<file path="src/nsp_pkg.sv">
// Purpose: shared constants and types for negative sequence protection
// Assumes: currents are unsigned magnitudes in one common scale
// Notes:   register indices are word indices, byte address is 4*index
package nsp_pkg;
  localparam int CW = 16;
  localparam int TW = 24;
  localparam int AW = 32;
  localparam int NREG = 11;

  localparam logic [3:0] IDX_CTRL   = 4'h0;
  localparam logic [3:0] IDX_NOM    = 4'h1;
  localparam logic [3:0] IDX_DT1PU  = 4'h2;
  localparam logic [3:0] IDX_DT1DLY = 4'h3;
  localparam logic [3:0] IDX_DT2PU  = 4'h4;
  localparam logic [3:0] IDX_DT2DLY = 4'h5;
  localparam logic [3:0] IDX_TOCPU  = 4'h6;
  localparam logic [3:0] IDX_TOCLVL = 4'h7;
  localparam logic [3:0] IDX_TOCRST = 4'h8;
  localparam logic [3:0] IDX_STAT   = 4'h9;
  localparam logic [3:0] IDX_ACC    = 4'hA;

  localparam int CTRL_EN   = 0;
  localparam int CTRL_MODE = 1;
  localparam int CTRL_ANSI = 3;
  localparam int CTRL_DISC = 4;

  localparam logic [1:0] MODE_OFF   = 2'h0;
  localparam logic [1:0] MODE_DT    = 2'h1;
  localparam logic [1:0] MODE_DTTOC = 2'h2;

  localparam logic [31:0] MASK_CTRL = 32'h0000_001F;
  localparam logic [31:0] MASK_CUR  = 32'h0000_FFFF;
  localparam logic [31:0] MASK_TIM  = 32'h00FF_FFFF;
  localparam logic [31:0] MASK_ACC  = 32'hFFFF_FFFF;

  localparam logic [31:0] RST_CTRL   = 32'h0000_0002;
  localparam logic [31:0] RST_NOM    = 32'h0000_0400;
  localparam logic [31:0] RST_DT1PU  = 32'h0000_0066;
  localparam logic [31:0] RST_DT1DLY = 32'h0000_05DC;
  localparam logic [31:0] RST_DT2PU  = 32'h0000_0200;
  localparam logic [31:0] RST_DT2DLY = 32'h0000_012C;
  localparam logic [31:0] RST_TOCPU  = 32'h0000_0100;
  localparam logic [31:0] RST_TOCLVL = 32'h0010_0000;
  localparam logic [31:0] RST_TOCRST = 32'h0000_0100;

  localparam logic [31:0] PCT_BASE   = 32'h0000_0064;
  localparam logic [31:0] PCT_REL    = 32'h0000_000A;
  localparam logic [31:0] MULT_OVER  = 32'h0000_0004;
  localparam logic [31:0] PCT_PICK   = 32'h0000_006E;
  localparam logic [31:0] PCT_DROP   = 32'h0000_005F;
  localparam logic [31:0] PCT_UNWIND = 32'h0000_005A;
  localparam logic [31:0] PCT_CLEAR  = 32'h0000_0005;

  typedef struct packed {
    logic [CW-1:0] pickup;
    logic [TW-1:0] delay;
  } nsp_dt_cfg_t;

  typedef enum logic [2:0] {
    TOC_IDLE = 3'h1,
    TOC_RUN  = 3'h2,
    TOC_DISC = 3'h4
  } nsp_toc_state_t;
endpackage

</file>
<file path="src/nsp_dt_element.sv">
// Purpose: one definite-time element on the negative sequence current
// Assumes: measTick is a one-cycle strobe per measurement cycle
// Notes:   losing active clears timer, pickup and trip at once
`timescale 1ns/1ps
module nsp_dt_element (
  input  wire logic                sys_clk,
  input  wire logic                rst_n,
  input  wire logic                measTick,
  input  wire logic                active,
  input  wire logic [nsp_pkg::CW-1:0] i2Mag,
  input  wire nsp_pkg::nsp_dt_cfg_t cfg,
  output logic                     pickup,
  output logic                     trip
);
  logic [nsp_pkg::TW-1:0] timer_ff;
  logic                   pickup_ff;
  logic                   trip_ff;
  logic                   over;

  assign over   = active && (i2Mag >= cfg.pickup);
  assign pickup = pickup_ff;
  assign trip   = trip_ff;

  always_ff @(posedge sys_clk) begin
    if (!rst_n || !over) begin
      timer_ff  <= '0;
      pickup_ff <= 1'b0;
      trip_ff   <= 1'b0;
    end else if (measTick) begin
      pickup_ff <= 1'b1;
      if (timer_ff >= cfg.delay) begin
        trip_ff <= 1'b1;
      end else begin
        timer_ff <= timer_ff + 1'b1;
      end
    end
  end
endmodule

</file>
<file path="src/nsp_negseq_prot.sv">
// Purpose: negative sequence protection with two definite-time elements
//          and one inverse-time element, registers on classic Wishbone
// Assumes: current magnitudes change only with measTick
// Notes:   inverse curve integrates I2 per tick against a trip level
// Overview of operation
// - feed elements only while I2 and phases qualify
// - two definite-time elements: pickup, delay, trip
// - inverse element picks up above 110% setting
// - IEC or ANSI curves; definite elements stay usable
// - IEC drop at 95%, delay cleared at once
// - ANSI without disc drops at once at 95%
// - disc emulation unwinds below 90% at reset rate
// - between 90% and 95% disc time holds
// - below 5% disc emulation ends, time cleared
// - block input inhibits every element
// - failed release clears tripping delay at once
// - function off means no pickup or trip
// - mode selects off, definite only, or both
`timescale 1ns/1ps
module nsp_negseq_prot (
  input  wire logic                    sys_clk,
  input  wire logic                    rst_n,
  input  wire logic                    wb_cyc_i,
  input  wire logic                    wb_stb_i,
  input  wire logic                    wb_we_i,
  input  wire logic [7:0]              wb_adr_i,
  input  wire logic [3:0]              wb_sel_i,
  input  wire logic [31:0]             wb_dat_i,
  output logic      [31:0]             wb_dat_o,
  output logic                         wb_ack_o,
  input  wire logic                    measTick,
  input  wire logic [nsp_pkg::CW-1:0]  i2Mag,
  input  wire logic [nsp_pkg::CW-1:0]  phaseA,
  input  wire logic [nsp_pkg::CW-1:0]  phaseB,
  input  wire logic [nsp_pkg::CW-1:0]  phaseC,
  input  wire logic                    blockIn,
  output logic      [1:0]              dtPickup,
  output logic      [1:0]              dtTrip,
  output logic                         tocPickup,
  output logic                         tocTrip
);
  logic [31:0] regs_ff [nsp_pkg::NREG];
  logic [31:0] rdData_ff;
  logic        ack_ff;
  logic        wbHit;
  logic [3:0]  wbIdx;
  logic [31:0] statusWord;

  nsp_pkg::nsp_toc_state_t tocState_ff;
  logic [nsp_pkg::AW-1:0]  acc_ff;
  logic                    tocPickup_ff;
  logic                    tocTrip_ff;

  logic        ctrlEn;
  logic [1:0]  ctrlMode;
  logic        discOn;
  logic [31:0] i2x100;
  logic [31:0] nomWord;
  logic [31:0] tocPu;
  logic [31:0] rate;
  logic        relOk;
  logic        funcOn;
  logic        dtActive;
  logic        tocActive;
  logic        over110;
  logic        le95;
  logic        le90;
  logic        lt5;
  logic [nsp_pkg::AW:0] accSum;
  logic [nsp_pkg::AW-1:0] accSat;
  nsp_pkg::nsp_dt_cfg_t dtCfg [2];

  function automatic logic [31:0] pctOf(input logic [31:0] base,
                                        input logic [31:0] pct);
    pctOf = base * pct;
  endfunction

  function automatic logic [31:0] regMask(input logic [3:0] idx);
    unique case (idx)
      nsp_pkg::IDX_CTRL:   regMask = nsp_pkg::MASK_CTRL;
      nsp_pkg::IDX_NOM,
      nsp_pkg::IDX_DT1PU,
      nsp_pkg::IDX_DT2PU,
      nsp_pkg::IDX_TOCPU,
      nsp_pkg::IDX_TOCRST: regMask = nsp_pkg::MASK_CUR;
      nsp_pkg::IDX_TOCLVL: regMask = nsp_pkg::MASK_ACC;
      default:             regMask = nsp_pkg::MASK_TIM;
    endcase
  endfunction

  function automatic logic [31:0] rstVal(input logic [3:0] idx);
    unique case (idx)
      nsp_pkg::IDX_CTRL:   rstVal = nsp_pkg::RST_CTRL;
      nsp_pkg::IDX_NOM:    rstVal = nsp_pkg::RST_NOM;
      nsp_pkg::IDX_DT1PU:  rstVal = nsp_pkg::RST_DT1PU;
      nsp_pkg::IDX_DT1DLY: rstVal = nsp_pkg::RST_DT1DLY;
      nsp_pkg::IDX_DT2PU:  rstVal = nsp_pkg::RST_DT2PU;
      nsp_pkg::IDX_DT2DLY: rstVal = nsp_pkg::RST_DT2DLY;
      nsp_pkg::IDX_TOCPU:  rstVal = nsp_pkg::RST_TOCPU;
      nsp_pkg::IDX_TOCLVL: rstVal = nsp_pkg::RST_TOCLVL;
      nsp_pkg::IDX_TOCRST: rstVal = nsp_pkg::RST_TOCRST;
      default:             rstVal = 32'h0000_0000;
    endcase
  endfunction

  function automatic logic [31:0] laneMerge(input logic [31:0] old,
                                            input logic [31:0] d,
                                            input logic [3:0]  sel);
    for (int b = 0; b < 4; b++) begin
      laneMerge[8*b +: 8] = sel[b] ? d[8*b +: 8] : old[8*b +: 8];
    end
  endfunction

  // wishbone slave, one wait state, ack is a single-cycle pulse
  assign wbIdx = wb_adr_i[5:2];
  assign wbHit = wb_cyc_i && wb_stb_i && !ack_ff && (wb_adr_i[7:6] == 2'h0);

  always_ff @(posedge sys_clk) begin
    if (!rst_n) begin
      ack_ff <= 1'b0;
    end else begin
      ack_ff <= wb_cyc_i && wb_stb_i && !ack_ff;
    end
  end

  // writable settings, one word each, statistics words are read-only
  genvar gi;
  generate
    for (gi = 0; gi < nsp_pkg::NREG; gi++) begin : g_reg
      localparam logic [3:0] IDX = 4'(gi);
      always_ff @(posedge sys_clk) begin
        if (!rst_n) begin
          regs_ff[gi] <= rstVal(IDX);
        end else if (wbHit && wb_we_i && (wbIdx == IDX) &&
                     (IDX < nsp_pkg::IDX_STAT)) begin
          regs_ff[gi] <= laneMerge(regs_ff[gi], wb_dat_i, wb_sel_i)
                         & regMask(IDX);
        end
      end
    end
  endgenerate

  assign statusWord = {20'h0, relOk, blockIn, funcOn, tocState_ff,
                       tocTrip_ff, tocPickup_ff, dtTrip, dtPickup};

  always_ff @(posedge sys_clk) begin
    if (!rst_n) begin
      rdData_ff <= 32'h0000_0000;
    end else if (wbHit) begin
      if (wbIdx == nsp_pkg::IDX_STAT) begin
        rdData_ff <= statusWord;
      end else if (wbIdx == nsp_pkg::IDX_ACC) begin
        rdData_ff <= acc_ff;
      end else if (wbIdx < nsp_pkg::IDX_STAT) begin
        rdData_ff <= regs_ff[wbIdx];
      end else begin
        rdData_ff <= 32'h0000_0000;
      end
    end
  end

  assign wb_ack_o = ack_ff;
  assign wb_dat_o = rdData_ff;

  // settings decode
  assign ctrlEn   = regs_ff[nsp_pkg::IDX_CTRL][nsp_pkg::CTRL_EN];
  assign ctrlMode = regs_ff[nsp_pkg::IDX_CTRL][nsp_pkg::CTRL_MODE +: 2];
  assign discOn   = regs_ff[nsp_pkg::IDX_CTRL][nsp_pkg::CTRL_ANSI] &&
                    regs_ff[nsp_pkg::IDX_CTRL][nsp_pkg::CTRL_DISC];
  assign nomWord  = regs_ff[nsp_pkg::IDX_NOM];
  assign tocPu    = regs_ff[nsp_pkg::IDX_TOCPU];
  assign rate     = regs_ff[nsp_pkg::IDX_TOCRST];
  assign i2x100   = pctOf({16'h0, i2Mag}, nsp_pkg::PCT_BASE);

  // release qualifier on I2 and phase magnitudes
  assign relOk = (i2x100 >= pctOf(nomWord, nsp_pkg::PCT_REL)) &&
                 ({16'h0, phaseA} < pctOf(nomWord, nsp_pkg::MULT_OVER)) &&
                 ({16'h0, phaseB} < pctOf(nomWord, nsp_pkg::MULT_OVER)) &&
                 ({16'h0, phaseC} < pctOf(nomWord, nsp_pkg::MULT_OVER));

  assign funcOn    = ctrlEn && (ctrlMode != nsp_pkg::MODE_OFF) &&
                     !blockIn;
  assign dtActive  = funcOn && relOk;
  assign tocActive = dtActive && (ctrlMode == nsp_pkg::MODE_DTTOC);

  // inverse element thresholds relative to its pickup setting
  assign over110 = i2x100 >  pctOf(tocPu, nsp_pkg::PCT_PICK);
  assign le95    = i2x100 <= pctOf(tocPu, nsp_pkg::PCT_DROP);
  assign le90    = i2x100 <= pctOf(tocPu, nsp_pkg::PCT_UNWIND);
  assign lt5     = i2x100 <  pctOf(tocPu, nsp_pkg::PCT_CLEAR);

  // saturating integration of I2 per tick
  assign accSum = {1'b0, acc_ff} + {17'h0, i2Mag};
  assign accSat = accSum[nsp_pkg::AW] ? '1 : accSum[nsp_pkg::AW-1:0];

  generate
    for (gi = 0; gi < 2; gi++) begin : g_dt
      assign dtCfg[gi].pickup = regs_ff[nsp_pkg::IDX_DT1PU + 4'(2*gi)]
                                [nsp_pkg::CW-1:0];
      assign dtCfg[gi].delay  = regs_ff[nsp_pkg::IDX_DT1DLY + 4'(2*gi)]
                                [nsp_pkg::TW-1:0];
      nsp_dt_element u_dt (
        .sys_clk  (sys_clk),
        .rst_n    (rst_n),
        .measTick (measTick),
        .active   (dtActive),
        .i2Mag    (i2Mag),
        .cfg      (dtCfg[gi]),
        .pickup   (dtPickup[gi]),
        .trip     (dtTrip[gi])
      );
    end
  endgenerate

  // inverse-time element state and accumulated time
  always_ff @(posedge sys_clk) begin
    if (!rst_n || !tocActive) begin
      tocState_ff  <= nsp_pkg::TOC_IDLE;
      acc_ff       <= '0;
      tocPickup_ff <= 1'b0;
      tocTrip_ff   <= 1'b0;
    end else if (measTick) begin
      unique case (tocState_ff)
        nsp_pkg::TOC_IDLE: begin
          if (over110) begin
            tocState_ff  <= nsp_pkg::TOC_RUN;
            tocPickup_ff <= 1'b1;
          end
        end
        nsp_pkg::TOC_RUN: begin
          if (le95) begin
            tocPickup_ff <= 1'b0;
            tocTrip_ff   <= 1'b0;
            if (discOn) begin
              tocState_ff <= nsp_pkg::TOC_DISC;
            end else begin
              tocState_ff <= nsp_pkg::TOC_IDLE;
              acc_ff      <= '0;
            end
          end else begin
            acc_ff <= accSat;
            if (accSat >= regs_ff[nsp_pkg::IDX_TOCLVL]) begin
              tocTrip_ff <= 1'b1;
            end
          end
        end
        nsp_pkg::TOC_DISC: begin
          if (over110) begin
            tocState_ff  <= nsp_pkg::TOC_RUN;
            tocPickup_ff <= 1'b1;
          end else if (lt5) begin
            tocState_ff <= nsp_pkg::TOC_IDLE;
            acc_ff      <= '0;
          end else if (le90) begin
            if (acc_ff <= rate) begin
              tocState_ff <= nsp_pkg::TOC_IDLE;
              acc_ff      <= '0;
            end else begin
              acc_ff <= acc_ff - rate;
            end
          end else begin
            acc_ff <= acc_ff;
          end
        end
      endcase
    end
  end

  assign tocPickup = tocPickup_ff;
  assign tocTrip   = tocTrip_ff;
endmodule

</file>
<file path="config.mk">
export PLATFORM = sky130hd
export DESIGN_NAME = nsp_negseq_prot
export DESIGN_NICKNAME = d
export VERILOG_FILES = /design/src/nsp_pkg.sv /design/src/nsp_dt_element.sv /design/src/nsp_negseq_prot.sv
export SDC_FILE = /design/constraint.sdc
export NUM_CORES = 1
export LEC_CHECK = 0
export BUFFER_PORTS_ARGS = -buffer_cell sky130_fd_sc_hd__buf_2
export CAP_MARGIN = 10
export CELL_PAD_IN_SITES_DETAIL_PLACEMENT = 0
export CELL_PAD_IN_SITES_GLOBAL_PLACEMENT = 1
export CORE_MARGIN = 1
export CORE_UTILIZATION = 53
export DETAILED_ROUTE_END_ITERATION = 10
export GPL_TIMING_DRIVEN = 0
export PLACE_DENSITY_LB_ADDON = 0.1
export SYNTH_ARGS = -nofsm -noshare
export SYNTH_HDL_FRONTEND = slang
export SYNTH_SLANG_ARGS = --single-unit
export TNS_END_PERCENT = 100
</file>
<file path="constraint.sdc">
create_clock -name sys_clk -period 19.3 [get_ports sys_clk]
set_input_delay 0 -clock sys_clk [delete_from_list [all_inputs] [get_ports sys_clk]]
set_output_delay 0 -clock sys_clk [all_outputs]
set_load 0.01 [all_outputs]
</file>
==> metrics.txt <==
status=complete, no violations; Worst Path Arrival=9.39 ns; Final setup viols=0; critical path class=reg2reg; global-route wire length before repair=149000 um; placed inst area=31500 um2; port bufs=140; power density over the cells=82.5 nW/um2; initial antenna violation count=5; Leak=0.0153 uW; Layout area overhead=10.3%; largest family of logic cells by synthesized area=adder cells; setup TNS=0 ns; cell with the most instances after synthesis=ha_1; remaining antenna violation count=0; Top Ports=154; detailed-placement wirelength estimate=80000 um; XOR/XNOR Fraction of Synth Area=0.0493; post_cts resized=0; Syn. warnings=0; clk_lat worst skew=0.60 ns; maxcap violations=0; synthesized area per cell=9.04 um2; register area share after synthesis=0.248; worst vdd ir=0.0807 mV; slew of the pin with the lowest slew margin=1.16 ns; R2R setup slack=10.34 ns; mux cell area share after synthesis=0.0216; final slew viol count=0; largest net degree at the start of global routing=17; Max Clk Rate=112 MHz; crit path capture type=register; DIE WIDTH=239 um; clk root buf=clkbuf_16; commonest cells in the netlist=ha_1, inv_1, nor2_1, a21oi_1, nand2_1; number of global-route vias before repair=25300; DR pass1 iterations=6; via count=25900; # rows=86; core area=55400 um2; Congestion Overflow GR=0; Netlist cell types=96; Tcrit/Tclk final=0.464; CP Data Required Time=19.74 ns; Nets=4245; Initial DRC Count=2388; Slowest-stage cell, CP=edfxtp_1; die area=57300 um2; EDFF count, synth=165; syn_nets=4029; Slew headroom=0.221; drt drc=0; vias per cell=6.04; skew final=0.0156 ns; gr usage total=0.345; ratio of cells with drive above 1 in the final layout=0.0810; CTS sink count=287; Post-Syn Instances=3303; Initial Utilization=0.539; max incr delay on CP=0.84 ns; CP Max Fanout=10; CTS tree=built; post-synthesis compound-gate area fraction=0.172; top cell type's share of synthesized area=0.208; Simple-Gate Fraction of Synth Area=0.158; hold crit path type=in2reg; ys async rst share=0; PnR Total Power=2720 uW; fin crit period=8.96 ns; #FFs+latches synth=287; Total Wirelength=98700 um; largest area contributor in the netlist=ha_1; clk slew on worst S/H paths=0.07 ns; Die Span Y=239 um; CTS Hold Bufs=38; Final Hold Vio Count=0; synthesized area=29900 um2; routed len/inst=23.0 um; Adder-Cell Fraction of Synth Area=0.285; worst-case clock buffer depth=3; global placement routability congestion=1.02; Synth area leaders=ha_1, edfxtp_1, dfxtp_1; startpoint types=register; Setup Fix Bufs, Post-CTS=0; Num CTS Buffers=31; RSZ-0062 raised after global routing=false; ys flop type=edfxtp_1; # H-tree levels=1; final instance area=33000 um2
==> per-layer routing <==
| layer | vias up | global-route usage | share of wire |
|---|---|---|---|
| li1 | 12200 | - | - |
| met1 | 12500 | 0.496 | 0.45 |
| met2 | 1069 | 0.523 | 0.42 |
| met3 | 153 | 0.0817 | 0.10 |
| met4 | 2 | 0.0793 | 0.025 |
| met5 | - | 0 | 0.00016 |
==> worst max-delay path, delay by kind of cell, from the launching register on <==
kind            cells  cell delay [ns]
flops               1             0.84
xor+xnor            1             0.10
simple gates        3             0.81
compound gates     14             3.76
fa+ha+maj           6             2.48
buf+inv             4             0.77
==> registers in the layout (all words and copies together), names as in the netlist <==
signal and flops:
acc_ff 32, g_dt.u_dt.pickup 2, g_dt.u_dt.timer_ff 48, g_dt.u_dt.trip 2, regs_ff 165, tocPickup 1
tocState_ff 3, tocTrip 1, wb_ack_o 1, wb_dat_o 32
==> through the flow <==
step | instances | hold slack [ns] | utilization | setup WS [ns]
floorplan | 3303 | 0.177 | - | 12.62
global placement | 4191 | 0.282 | 0.569 | 10.55
detailed placement | 4193 | 0.280 | 0.569 | 10.55
CTS | 4289 | 0.00978 | 0.594 | 10.53
global route | 4293 | 0.0607 | 0.595 | 9.97
finish | 4294 | 0.0218 | 0.595 | 10.34
==> final cells by class <==
cell class              instances  area [um2]
clock inverters                16         171
repair buffers                183        1110
flip-flops and latches        287        7400
diodes                          2        5.00
inverters                     406        1520
well taps                     748         936
fillers                      4999       22500
clock buffers                  42         858
multi-input cells            2509       20500
plain buffers                 101         457
==> report_power, final <==
group          total (uW)  switching, uW  internal, uW
registers             682           21.8           661
clock network         610            268           342
logic                1430            864           564
total                2720           1150          1570
==> cell usage in the layout, fill, tap and decap left out, types with 114 or more instances in the layout <==
cell	synthesis	layout
inv_1	406	406
nor2_1	200	200
ha_1	497	497
edfxtp_1	165	165
nand2_1	184	184
fa_1	114	114
buf_2	13	154
o21ai_0	132	132
dfxtp_1	122	122
and2_1	163	163
a21oi_1	199	199
==> final timing paths <==
| check | startpoint | end | cells past startpoint |
|---|---|---|---|
| max | regs_ff[6][4] | acc_ff[14] | 28 |
| min | wb_sel_i[2] | regs_ff[7][23] | 3 |
| max reg2reg | regs_ff[6][4] | acc_ff[14] | 28 |
| min reg2reg | wb_dat_o[0] | wb_dat_o[0] | 2 |
==> logic make-up after synthesis <==
| family | Yosys count |
|---|---|
| AND/OR/NAND/NOR | 928 |
| AO/OA/AOI/OAI | 764 |
| adder cells (fa/ha/maj) | 611 |
| buffers and inverters | 507 |
| flip-flops | 287 |
| XOR/XNOR | 168 |
| multiplexers | 38 |
(Power assumes the default switching activity.)
